### src/hw/hcm_regs.svh
// Register offsets, reset values, limits and timing counts
`ifndef HCM_REGS_SVH
`define HCM_REGS_SVH
`define HCM_CTRL_OFS      8'h00
`define HCM_SETP_OFS      8'h04
`define HCM_DBAND_OFS     8'h08
`define HCM_PLIM_OFS      8'h0c
`define HCM_THR_OFS       8'h10
`define HCM_STAT_OFS      8'h14
`define HCM_MERR_OFS      8'h18
`define HCM_MEAS_OFS      8'h1c
`define HCM_CTRL_PROP     0
`define HCM_CTRL_FAHR     1
`define HCM_DB_RST        7'h02
`define HCM_DBF_RST       4'h5
`define HCM_THR_RST       9'h002
`define HCM_FRAME_CYC     10
`define HCM_DUTY_MAX      4'ha
`define HCM_SMP_PER_FRAME 9'h12c
`define HCM_SMP_PER_CYC   30
`define HCM_DB_MIN_C      7'h01
`define HCM_DB_MAX_C      7'h32
`define HCM_DB_MIN_F      7'h02
`define HCM_DB_MAX_F      7'h5a
`define HCM_LIM_MAX       9'h12c
`define HCM_DBF_MIN       4'h1
`define HCM_DBF_MAX       4'ha
`define HCM_HOUR_S        3600
`define HCM_CLK_HZ        20000000
`endif

### src/hw/hcm_pkg.sv
// Types shared by the heater modulation control block
package hcm_pkg;
   typedef enum logic [1:0] {
      HCM_RUN = 2'b00,
      HCM_DIV = 2'b01,
      HCM_ADJ = 2'b11
   } hcm_tune_t;

   typedef struct packed {
      logic        zc_s1;
      logic        zc_s2;
      logic        zc_s3;
      logic [3:0]  cyc_idx;
      logic        frame_ok;
      logic [19:0] per_cnt;
      logic [19:0] period;
      logic [19:0] phase;
      logic [8:0]  smp_cnt;
      logic        adc_start;
      logic [18:0] sum_cur;
      logic [18:0] sum_gf;
      logic [18:0] sum_volt;
      logic [8:0]  cur_avg;
      logic [8:0]  gf_avg;
      logic [8:0]  volt_avg;
      logic [8:0]  cur_prev;
      logic [3:0]  meas_duty;
      logic [3:0]  duty;
      logic [3:0]  duty_act;
      logic        steady;
      logic        gate;
      logic        demand;
      logic [12:0] err;
      logic        prop_en;
      logic        fahr;
      logic [11:0] setp;
      logic [6:0]  db;
      logic [8:0]  lim;
      logic [8:0]  thr;
      hcm_tune_t   tst;
      logic [36:0] hr_cnt;
      logic [31:0] err_sum;
      logic [23:0] rd_cnt;
      logic [23:0] div_d;
      logic [31:0] quo;
      logic [31:0] rem;
      logic [4:0]  div_i;
      logic [15:0] mean;
      logic [15:0] mean_prev;
      logic        have_prev;
      logic        dir_up;
      logic [3:0]  dbf;
      logic        ack;
      logic [31:0] rdata;
   } hcm_state_t;
endpackage

### src/hw/hcm_pattern.sv
// Spreads the conducting cycles of one duty value over the frame
`timescale 1ns/1ps
module hcm_pattern #(
   parameter int FRAME = 10
) (
   input  wire logic [3:0] duty,
   input  wire logic [3:0] idx,
   output logic            on
);
   logic [7:0] prod;
   logic [7:0] rem;

   // Running remainder marks the cycles where a whole step is crossed
   always_comb begin
      prod = 8'({4'h0, duty} * {4'h0, idx});
      rem  = 8'(prod % 8'(FRAME));
      on   = (rem + {4'h0, duty}) >= 8'(FRAME);
   end
endmodule

### src/hw/hcm_top.sv
// Heater cycle modulator, control laws, hourly tuning and bus slave
`timescale 1ns/1ps
`include "hcm_regs.svh"
module hcm_top #(
   parameter longint unsigned HOUR_CYC =
      64'(`HCM_HOUR_S) * 64'(`HCM_CLK_HZ)
) (
   input  wire logic        sys_clk,
   input  wire logic        rstn,
   input  wire logic        zero_cross,
   input  wire logic        adc_valid,
   input  wire logic [9:0]  adc_cur,
   input  wire logic [9:0]  adc_gf,
   input  wire logic [9:0]  adc_volt,
   input  wire logic        temp_valid,
   input  wire logic [11:0] temp_val,
   output logic             heater_gate,
   output logic             adc_start,
   input  wire logic [7:0]  avs_address,
   input  wire logic        avs_read,
   input  wire logic        avs_write,
   input  wire logic [31:0] avs_writedata,
   output logic [31:0]      avs_readdata,
   output logic             avs_waitrequest
);
   hcm_pkg::hcm_state_t s;
   hcm_pkg::hcm_state_t n;
   logic       zc_evt;
   logic       wrap;
   logic       pat_on;
   logic [3:0] idx_n;
   logic [3:0] pat_duty;
   logic [8:0] cur_new;
   logic [8:0] cur_diff;
   logic       steady_now;
   logic [3:0] cap;

   function automatic logic [3:0] prop_duty(input logic [12:0] e,
                                            input logic [3:0]  f);
      logic [3:0] d;
      d = 4'h0;
      if ($signed(e) <= 0)
         d = 4'h0;
      else if ($signed(e) >= $signed({9'h000, f}))
         d = `HCM_DUTY_MAX;
      else begin
         for (int k = 1; k < 10; k++) begin
            if (({4'h0, e[3:0]} * 8'h0a) >= (8'(k) * {4'h0, f}))
               d = 4'(k);
         end
      end
      return d;
   endfunction

   assign zc_evt   = s.zc_s2 & ~s.zc_s3;
   assign wrap     = zc_evt & (s.cyc_idx == 4'(`HCM_FRAME_CYC - 1));
   assign idx_n    = wrap ? 4'h0 : s.cyc_idx + 4'h1;
   assign pat_duty = wrap ? s.duty : s.duty_act;
   // Full scale 1024 counts is 30 A, so sum of 300 >> 10 is 0.1 A units
   assign cur_new  = s.sum_cur[18:10];
   assign cur_diff = (cur_new > s.cur_prev) ? cur_new - s.cur_prev
                                            : s.cur_prev - cur_new;
   // Pending duty must be in force before the loop may step again
   assign steady_now = (s.duty == s.duty_act)
                       && (s.duty_act == s.meas_duty)
                       && (cur_diff < s.thr);
   // Mode selects the duty ceiling; prop shares the modulator
   assign cap = s.prop_en ? prop_duty(s.err, s.dbf)
                          : (s.demand ? `HCM_DUTY_MAX : 4'h0);

   hcm_pattern #(
      .FRAME (`HCM_FRAME_CYC)
   ) u_pat (
      .duty (pat_duty),
      .idx  (idx_n),
      .on   (pat_on)
   );

   always_comb begin
      logic [20:0] ph;
      logic [12:0] e_now;
      logic [12:0] abs_e;
      logic [13:0] t14;
      logic [13:0] lo;
      logic [13:0] hi;
      logic [31:0] r2;
      logic [6:0]  wd7;
      logic [6:0]  dlo;
      logic [6:0]  dhi;
      logic        d_up;
      ph    = {1'b0, s.phase} + 21'(`HCM_SMP_PER_CYC);
      e_now = {s.setp[11], s.setp} - {temp_val[11], temp_val};
      abs_e = e_now[12] ? 13'h0 - e_now : e_now;
      t14   = {{2{temp_val[11]}}, temp_val};
      lo    = {{2{s.setp[11]}}, s.setp} - {7'h00, s.db};
      hi    = {{2{s.setp[11]}}, s.setp} + {7'h00, s.db};
      r2    = {s.rem[30:0], s.quo[31]};
      wd7   = (avs_writedata[31:7] != 25'h0) ? 7'h7f : avs_writedata[6:0];
      dlo   = s.fahr ? `HCM_DB_MIN_F : `HCM_DB_MIN_C;
      dhi   = s.fahr ? `HCM_DB_MAX_F : `HCM_DB_MAX_C;
      d_up  = s.dir_up;
      n     = s;

      // Pin synchroniser and mains period measurement
      n.zc_s1     = zero_cross;
      n.zc_s2     = s.zc_s1;
      n.zc_s3     = s.zc_s2;
      n.adc_start = 1'b0;
      if (s.per_cnt != 20'hfffff)
         n.per_cnt = s.per_cnt + 20'h1;

      // Thirty sample strobes per mains period, phase accumulator
      if (s.frame_ok && s.period != 20'h0
          && s.smp_cnt < `HCM_SMP_PER_FRAME) begin
         if (ph >= {1'b0, s.period}) begin
            n.phase     = 20'(ph - {1'b0, s.period});
            n.adc_start = 1'b1;
            n.smp_cnt   = s.smp_cnt + 9'h1;
         end else begin
            n.phase = ph[19:0];
         end
      end
      if (adc_valid) begin
         n.sum_cur  = s.sum_cur + {9'h000, adc_cur};
         n.sum_gf   = s.sum_gf + {9'h000, adc_gf};
         n.sum_volt = s.sum_volt + {9'h000, adc_volt};
      end

      if (zc_evt) begin
         n.period  = s.per_cnt + 20'h1;
         n.per_cnt = 20'h0;
         n.cyc_idx = idx_n;
         n.gate    = pat_on;
         if (wrap) begin
            n.frame_ok  = 1'b1;
            n.duty_act  = s.duty;
            n.phase     = 20'h0;
            n.smp_cnt   = 9'h0;
            n.sum_cur   = 19'h0;
            n.sum_gf    = 19'h0;
            n.sum_volt  = 19'h0;
            n.cur_avg   = cur_new;
            n.gf_avg    = s.sum_gf[18:10];
            n.volt_avg  = s.sum_volt[18:10];
            n.cur_prev  = cur_new;
            n.meas_duty = s.duty_act;
            n.steady    = steady_now;
            if (s.lim == 9'h0)
               n.duty = cap;
            else if (cap == 4'h0)
               n.duty = 4'h0;
            else if (s.duty > cap)
               n.duty = cap;
            else if (steady_now) begin
               if (cur_new > s.lim && s.duty != 4'h0)
                  n.duty = s.duty - 4'h1;
               else if (cur_new < s.lim && s.duty < cap)
                  n.duty = s.duty + 4'h1;
            end
         end
      end

      // Temperature readings: hysteresis and error accumulation
      if (temp_valid) begin
         n.err = e_now;
         if ($signed(t14) > $signed(hi) || (s.db != 7'h0 && t14 == hi))
            n.demand = 1'b0;
         else if ($signed(t14) < $signed(lo)
                  || (s.db != 7'h0 && t14 == lo))
            n.demand = 1'b1;
         n.err_sum = s.err_sum + {19'h0, abs_e};
         n.rd_cnt  = s.rd_cnt + 24'h1;
      end

      // Hourly deadband factor tuning
      n.hr_cnt = s.hr_cnt + 37'h1;
      case (s.tst)
         hcm_pkg::HCM_RUN: begin
            if (s.hr_cnt == 37'(HOUR_CYC - 64'h1)) begin
               n.hr_cnt  = 37'h0;
               n.err_sum = 32'h0;
               n.rd_cnt  = 24'h0;
               if (s.rd_cnt != 24'h0) begin
                  n.quo   = s.err_sum;
                  n.rem   = 32'h0;
                  n.div_d = s.rd_cnt;
                  n.div_i = 5'h0;
                  n.tst   = hcm_pkg::HCM_DIV;
               end
            end
         end
         hcm_pkg::HCM_DIV: begin
            n.quo   = {s.quo[30:0], 1'b0};
            n.rem   = r2;
            if (r2 >= {8'h00, s.div_d}) begin
               n.rem    = r2 - {8'h00, s.div_d};
               n.quo[0] = 1'b1;
            end
            n.div_i = s.div_i + 5'h1;
            if (s.div_i == 5'h1f)
               n.tst = hcm_pkg::HCM_ADJ;
         end
         hcm_pkg::HCM_ADJ: begin
            n.mean = (s.quo[31:16] != 16'h0) ? 16'hffff : s.quo[15:0];
            if (s.have_prev && n.mean > s.mean_prev)
               d_up = ~s.dir_up;
            n.dir_up    = d_up;
            n.mean_prev = n.mean;
            n.have_prev = 1'b1;
            if (d_up && s.dbf < `HCM_DBF_MAX)
               n.dbf = s.dbf + 4'h1;
            else if (!d_up && s.dbf > `HCM_DBF_MIN)
               n.dbf = s.dbf - 4'h1;
            n.tst = hcm_pkg::HCM_RUN;
         end
         default: n.tst = hcm_pkg::HCM_RUN;
      endcase

      // Bus slave: one wait cycle, then answer
      n.ack = (avs_read | avs_write) & ~s.ack;
      if (avs_read && !s.ack) begin
         case (avs_address)
            `HCM_CTRL_OFS:  n.rdata = {30'h0, s.fahr, s.prop_en};
            `HCM_SETP_OFS:  n.rdata = {{20{s.setp[11]}}, s.setp};
            `HCM_DBAND_OFS: n.rdata = {25'h0, s.db};
            `HCM_PLIM_OFS:  n.rdata = {23'h0, s.lim};
            `HCM_THR_OFS:   n.rdata = {23'h0, s.thr};
            `HCM_STAT_OFS:  n.rdata = {12'h0, s.cyc_idx, s.dbf, s.dir_up,
                                       s.steady, s.demand, s.gate,
                                       s.duty_act, s.duty};
            `HCM_MERR_OFS:  n.rdata = {s.mean_prev, s.mean};
            `HCM_MEAS_OFS:  n.rdata = {5'h0, s.volt_avg, s.gf_avg,
                                       s.cur_avg};
            default:        n.rdata = 32'h0;
         endcase
      end
      if (avs_write && s.ack) begin
         case (avs_address)
            `HCM_CTRL_OFS: begin
               n.prop_en = avs_writedata[`HCM_CTRL_PROP];
               n.fahr    = avs_writedata[`HCM_CTRL_FAHR];
            end
            `HCM_SETP_OFS: n.setp = avs_writedata[11:0];
            `HCM_DBAND_OFS: begin
               if (wd7 == 7'h0)
                  n.db = 7'h0;
               else if (wd7 < dlo)
                  n.db = dlo;
               else if (wd7 > dhi)
                  n.db = dhi;
               else
                  n.db = wd7;
            end
            `HCM_PLIM_OFS: begin
               if (avs_writedata[31:9] != 23'h0
                   || avs_writedata[8:0] > `HCM_LIM_MAX)
                  n.lim = `HCM_LIM_MAX;
               else
                  n.lim = avs_writedata[8:0];
            end
            `HCM_THR_OFS: n.thr = avs_writedata[8:0];
            default: ;
         endcase
      end
   end

   always_ff @(posedge sys_clk) begin
      if (!rstn) begin
         s     <= '0;
         s.db  <= `HCM_DB_RST;
         s.dbf <= `HCM_DBF_RST;
         s.thr <= `HCM_THR_RST;
      end else begin
         s <= n;
      end
   end

   assign heater_gate     = s.gate;
   assign adc_start       = s.adc_start;
   assign avs_readdata    = s.rdata;
   assign avs_waitrequest = (avs_read | avs_write) & ~s.ack;

   logic [13:0] t14_chk;
   logic [13:0] hi_chk;
   assign t14_chk = {{2{temp_val[11]}}, temp_val};
   assign hi_chk  = {{2{s.setp[11]}}, s.setp} + {7'h00, s.db};
endmodule

### config.mk
export PLATFORM = sky130hd
export DESIGN_NAME = hcm_top
export DESIGN_NICKNAME = d
export VERILOG_FILES = /design/src/hw/hcm_pkg.sv /design/src/hw/hcm_pattern.sv /design/src/hw/hcm_top.sv
export VERILOG_INCLUDE_DIRS = /design/src /design/src/hw
export SDC_FILE = /design/constraint.sdc
export NUM_CORES = 2
export LEC_CHECK = 0
export ABC_CLOCK_PERIOD_IN_PS = 14200
export BUFFER_PORTS_ARGS = -buffer_cell sky130_fd_sc_hd__buf_2
export CORE_MARGIN = 2
export CORE_UTILIZATION = 55
export CTS_CLUSTER_SIZE = 16
export DETAILED_ROUTE_END_ITERATION = 16
export PLACE_DENSITY = 0.68
export REMOVE_ABC_BUFFERS = 1
export SLEW_MARGIN = 15
export SYNTH_ARGS = -nofsm -noshare
export SYNTH_HDL_FRONTEND = slang
export SYNTH_SLANG_ARGS = --single-unit
### constraint.sdc
create_clock -name sys_clk -period 14.2 [get_ports sys_clk]
set_input_delay 1.42 -clock sys_clk [delete_from_list [all_inputs] [get_ports sys_clk]]
set_output_delay 1.42 -clock sys_clk [all_outputs]
set_load 0.01 [all_outputs]
=== Yosys cells after proc, flatten, opt, wreduce, memory -nomap -nowiden ===
Index checks and enable logic that the tools add are counted.

* Bits in registers: 471
* Latch bits: 0
* Bits in writable memories: 0
* Memory bits (read-only): 0
* Input bits: 89
* Output and inout bits: 35
* Word-level logic and storage cells: 236
* Memories: 0

* $add $sub $neg: 24
* Multiply operators: 7
* Divide/modulo/power cells: 1
* Magnitude comparators: 29
* Equality and inequality tests: 20
* Shift operators: 0
* Muxes and demuxes: 55
* Bitwise logic cells: 8
* Reductions and logical operators: 49

{| class="wikitable"
|+ Operators with widths
! cell !! number
|-
| $pmux 32 s8 || 1
|-
| $mux 188 || 1
|-
| $pmux 69 s2 || 1
|-
| $mux 117 || 1
|-
| $mux 107 || 1
|-
| $mux 106 || 1
|-
| $mux 93 || 1
|-
| $mux 4 || 22
|-
| $mux 29 || 2
|-
| $add 19x10->19 || 3
|-
| $mux 57 || 1
|-
| $mux 56 || 1
|-
| $add 37x1->37 const B || 1
|-
| $eq 37x37->1 const B || 1
|-
| $mux 7 || 5
|-
| $mux 33 || 1
|-
| $add 32x13->32 || 1
|-
| $eq 8x5->1 const B || 4
|-
| $ge 32x24->1 || 1
|-
| $ge 8x7->1 || 4
|-
| $sub 32x24->32 || 1
|-
| $mux 30 || 1
|-
| $eq 14x14->1 || 2
|-
| $reduce_bool 25->1 || 1
|-
| 81 further kinds || 134
|}

=== Logic depth before layout (Yosys ltp) ===
* Depth in word-level cells: 24
* Mapped depth: 35
* Depth with buffers taken out: 33

=== Cells and area by module ===
A second synthesis with hierarchy kept.

* Cell total of the unflattened synthesis: 3780
* Area, all modules: 30798.3 um^2

{| class="wikitable"
|+ By module, submodules not included
! module !! times used !! cells each !! area each (um^2) !! seq. area each (um^2)
|-
| hcm_top || 1 || 3597 || 29525.8 || 9429.0
|-
| hcm_pattern || 1 || 183 || 1272.5 || 0.0
|}

=== Worst setup path before layout ===
No wires, ideal clock.

* Path type: reg-to-reg
* Start point: reg s[490] (netlist bit)
* End point: reg s (netlist bit heater_gate)
* Library setup time: 0.129 ns
* Data arrival time: 6.808 ns
* Data required time: 14.071 ns
* Slack: 7.263 ns
* Stages on the path, launching flop included: 31
* Path buffers: 2
* Clock period less this slack: 6.937 ns
* Cell sequence: dfxtp_1 > ha_1 > and3b_1 > and2_1 > clkbuf_1 > clkbuf_1 > nor2_1 > nand2_1 > fa_1 > fa_1 > fa_1 > nand2b_1 > a21oi_2 > xor2_2 > inv_2 > ha_1 > nand2b_1 > o221a_2 > a31oi_4 > nand2_1 > a31oi_4 > or3_1 > a21oi_1 > a221o_1 > ha_1 > a21o_1 > a21oi_1 > xor2_1 > o21ai_0 > a2111oi_0 > nor2_1

* Cells in the longest elaborated chain, start to end: 7
* Elaborated cells on any way between the ends: 9
* Classes of those cells: add/sub (2); mul (1); div (1); order compare (1); eq/ne (1); mux (2); bitwise (1)

{| class="wikitable"
|+ RTL lines
! item !! RTL line !! RTL
|-
| from (decl) || hcm_top.sv:26 || <nowiki>hcm_pkg::hcm_state_t s;</nowiki>
|-
| from (signal assigned) || hcm_top.sv:274 || <nowiki>s <= n;</nowiki>
|-
| parallel branches: the longest is 5 deep, another holds $mul 4x4->8 || - ||
|-
| $add 8x4->8 (*) || hcm_pattern.sv:17 || <nowiki>on = (rem + {4'h0, duty}) >= 8'(FRAME);</nowiki>
|-
| $ge 8x4->1 (*) || hcm_pattern.sv:17 ||
|}

Every way passes the cells marked *.
A chain may end at the register's enable or synchronous reset.

=== Worst setup path after layout ===
Ends and elaborated chain as after synthesis.

==> results.txt <==
----------------------------------------------------
[Clock tree]
  Number of clock sinks seen by CTS ... 471
  Inserted Clock Buffers ... 52
  Hold buffer count at cts ... 0
  Clk_lat worst skew ... 610 ps
  Clock input transition at the sequential cells of the worst setup and hold paths ... 60 ps
  Buffer count from post-CTS setup fixing ... 0
  CTS tree ... done
  Depth of the CTS H-tree ... 2
  Total of cells resized after clock tree synthesis ... 0
  CTS Root Cell ... sky130_fd_sc_hd__clkbuf_16
  Clk buf depth ... 3

[Cells and area]
  Fraction of layout cells with a size suffix above 1 ... 8.357%
  Area of the multi-input gates ... 19,630 µm²
  Util after Layout ... 60.69%
  Area occupied by registers ... 9429 µm²
  Net total in the final layout ... 4,241
  FILL cells ... 5,086
  Growth of design area from synthesis to finish ... 8.726%

[Die]
  Boundary Pins ... 124
  Standard cell core area ... 55,200 µm²
  Die Y-Extent ... 240.7 µm
  Starting density of the core ... 55.82%
  Standard-cell rows ... 86
  Die Area ... 57,930 µm²
  Chip Width ... 240.7 µm

[Pwr]
  Largest vdd supply drop ... 0.09216 mV
  Power Density ... 97.94 nW/µm²
  Leakage power ... 14.07 nW
  Final total power ... 3.281 mW

[Drt]
  Vias per std cell ... 5.712
  Final WL ... 76.84 mm
  WL/cell ... 16.60 µm
  Vias after detailed routing ... 26.43k
  Post-route antenna net violation count ... 0
  First-iteration detailed-routing DRC count ... 1,771
  Number of iterations in the first detailed-routing pass ... 7
  DRC violation count after routing ... 0

[Critical path]
  Startpoint types ... flop
  Delay of the slowest critical-path stage ... 750 ps
  Worst EP required ... 14,670 ps
  Arrival time at the worst endpoint ... 8250 ps
  Highest net fanout along the worst path ... 45
  Startpoint-to-endpoint class of the critical path ... reg -> reg
  Cell family with most CP delay ... adder cells
  Critical path capture point type ... flop
  Worst path bufs/invs ... 1
  Crit-path slowest cell ... sky130_fd_sc_hd__and2_2

[Logic synthesis]
  Adder and majority cell fraction of the synthesized area ... 13.48%
  Combinational family with the most area after synthesis ... compound AO/OA/AOI/OAI gates
  Most common flop cell mapped by yosys ... sky130_fd_sc_hd__dfxtp_1
  Number of warnings issued by yosys ... 0
  Mapped Cells ... 3,829
  Number of distinct library cell variants in the gate-level netlist after synthesis ... 102
  Compound-Gate Fraction of Synth Area ... 19.94%
  Fraction of the yosys area taken by sequential cells ... 30.60%
  Fraction of the mapped netlist area in simple logic gates ... 19.19%
  Post-Synth XOR/XNOR Area ... 7.382%
  Cell area after technology mapping ... 30,810 µm²
  Fraction of synthesis flops using an asynchronous set or reset pin ... 0%
  Number of flops mapped to enable cells by yosys ... 0
  Proportion of synthesized area in mux cells ... 3.590%
  Number of flip-flops and latches in the synthesized netlist ... 471
  Syn_area_per_cell ... 8.047 µm²

[STA]
  Slew HR ... 25.07%
  Number of slew-limit violations in the final report ... 0
  Share of the cycle needed by the critical path after routing ... 54.75%
  Transition time at the pin with the least slew margin ... 1117 ps
  Fmax ... 0.1286 GHz
  Clock Skews ... 19.70 ps
  Post-route minimum period ... 7774 ps
  Final setup violating endpoints ... 0
  Total Neg Setup Slack ... 0 ps
  RSZ-0062 raised after global routing ... no
  Hold violation count in the final report ... 0

[Global route]
  Initial antenna violation count ... 2
  Sum of overflow across all layers after global routing ... 0
  Wire length of the first global-routing pass ... 125.0 mm
  Tot GR Track Use ... 26.21%
  Pin count of the biggest net entering global routing ... 95
  Vias in the first global route ... 24.42k

[Min path]
  Class of the worst hold path ... reg -> reg

[Placement]
  Port buffer count ... 123
  DP Wirelength ... 56.21 mm
  Weighted congestion at the end of routability-driven global placement ... 0.9380

[Run]
  Number of max-cap violations ... 0

[Outcome]
  Outcome ... complete, no violations

----------------------------------------------------
==> metrics by stage <==
step	hold WS (ps)	setup slack [ps]	cells	area (µm²)
2_1_floorplan	411.8	5543	3633	29940
3_3_place_gp	414.7	6629	4530	31730
3_5_place_dp	419.3	6465	4530	31730
4_1_cts	435.0	6474	4625	33490
5_1_grt	447.8	5760	4627	33500
6_report	438.3	6426	4628	33500
==> registers in the layout (all words and copies together) (netlist names) <==
register      cells
s               426
avs_readdata     32
cur_new           9
n                 2
adc_start         1
heater_gate       1
==> synth_stat cells, types with 56 or more instances <==
cell | n | share of area [%]
sky130_fd_sc_hd__ha_1 | 291 | 12
sky130_fd_sc_hd__clkbuf_1 | 136 | 1.7
sky130_fd_sc_hd__o21ai_0 | 180 | 2.9
sky130_fd_sc_hd__a21o_1 | 67 | 1.6
sky130_fd_sc_hd__mux2i_1 | 97 | 3.2
sky130_fd_sc_hd__xnor2_1 | 154 | 4.4
sky130_fd_sc_hd__a21oi_1 | 324 | 5.3
sky130_fd_sc_hd__a211oi_1 | 62 | 1.5
sky130_fd_sc_hd__nand2_1 | 315 | 3.8
sky130_fd_sc_hd__nand4_1 | 61 | 1.2
sky130_fd_sc_hd__xor2_1 | 102 | 2.9
sky130_fd_sc_hd__nand3_1 | 102 | 1.7
sky130_fd_sc_hd__nor3_1 | 56 | 0.91
sky130_fd_sc_hd__inv_1 | 238 | 2.9
sky130_fd_sc_hd__nor2_1 | 443 | 5.4
sky130_fd_sc_hd__dfxtp_1 | 471 | 31
==> area by class of cell <==
type                    instances  share of cell area, %
clock inverters                20                 0.7320
flip-flops and latches        471                  28.14
multi-input cells            2917                  58.60
well taps                     748                  2.794
inverters                     245                  2.760
repair buffers                149                  2.420
diodes                          3                0.02241
clock buffers                  75                  4.530
==> placed cells by master, fill, tap and decap left out, types with 13 or more instances in the layout <==
master                        n
sky130_fd_sc_hd__nand2b_1    36
sky130_fd_sc_hd__or3_1       36
sky130_fd_sc_hd__ha_1       291
sky130_fd_sc_hd__nor3_1      55
sky130_fd_sc_hd__o21bai_1    25
sky130_fd_sc_hd__buf_2      123
sky130_fd_sc_hd__xor2_1     102
sky130_fd_sc_hd__o211ai_1    26
sky130_fd_sc_hd__or2_2       26
sky130_fd_sc_hd__o21a_1      46
sky130_fd_sc_hd__mux2i_1     97
sky130_fd_sc_hd__o22ai_1     39
sky130_fd_sc_hd__and3_1      45
sky130_fd_sc_hd__nand4_1     61
sky130_fd_sc_hd__nand3_1    102
sky130_fd_sc_hd__buf_4       26
sky130_fd_sc_hd__a31oi_1     20
sky130_fd_sc_hd__clkbuf_8    13
sky130_fd_sc_hd__a211oi_1    62
sky130_fd_sc_hd__a221oi_1    24
sky130_fd_sc_hd__nor2b_1     26
sky130_fd_sc_hd__a22oi_1     34
sky130_fd_sc_hd__a21oi_1    324
sky130_fd_sc_hd__inv_1      238
sky130_fd_sc_hd__xnor2_1    154
sky130_fd_sc_hd__fa_1        25
sky130_fd_sc_hd__nor2_1     440
sky130_fd_sc_hd__nor4_1      36
sky130_fd_sc_hd__dfxtp_1    471
sky130_fd_sc_hd__o21ai_0    179
sky130_fd_sc_hd__o21ai_1     21
sky130_fd_sc_hd__a21o_1      67
sky130_fd_sc_hd__nand2_1    314
sky130_fd_sc_hd__and2_1      30
sky130_fd_sc_hd__clkbuf_16   52
==> cell families (layout without fill, tap and decap cells) <==
group / Yosys count / count (layout)
and+or+nand+nor: 1265 / 1265
muxes: 108 / 108
DFF: 471 / 471
buffers and inverters: 441 / 489
adders and majority gates: 317 / 317
AOI/OAI and AO/OA: 969 / 969
other: 0 / 3
xor gates and xnor gates: 258 / 258
==> worst register-to-register path, delay by kind of cell (launching register included) <==
kind | cells | cell delay (ps)
adders and majority gates | 6 | 2330
DFF | 1 | 450
AOI/OAI and AO/OA | 11 | 2060
buffers and inverters | 1 | 100
and+or+nand+nor | 9 | 2280
xor gates and xnor gates | 2 | 430
==> final timing paths <==
kind / from / slack, ps / endpoint / depth (start not counted)
setup / recovery: s[490] / 6430 / heater_gate / 29
hold / removal: s[220] / 440 / s[220] / 1
setup reg to reg: s[490] / 6430 / heater_gate / 29
hold reg to reg: s[220] / 440 / s[220] / 1
==> power by group <==
| group | internal (mW) | leakage, nW | switching [mW] |
|---|---|---|---|
| clock | 0.818 | 0.876 | 0.571 |
| sequential | 1.36 | 3.81 | 0.0374 |
| combinational | 0.214 | 9.38 | 0.282 |
| total | 2.39 | 14.1 | 0.891 |
==> per-layer routing <==
metal	global-route usage, %	vias to the layer above	part of all wire [%]
met5	0	-	0
met4	8.395	0	2.7
met3	2.676	115	4.8
met2	42.18	567	44
met1	36.87	12290	48
li1	-	13470	-
Note: power is estimated with default switching activity, not from simulation.
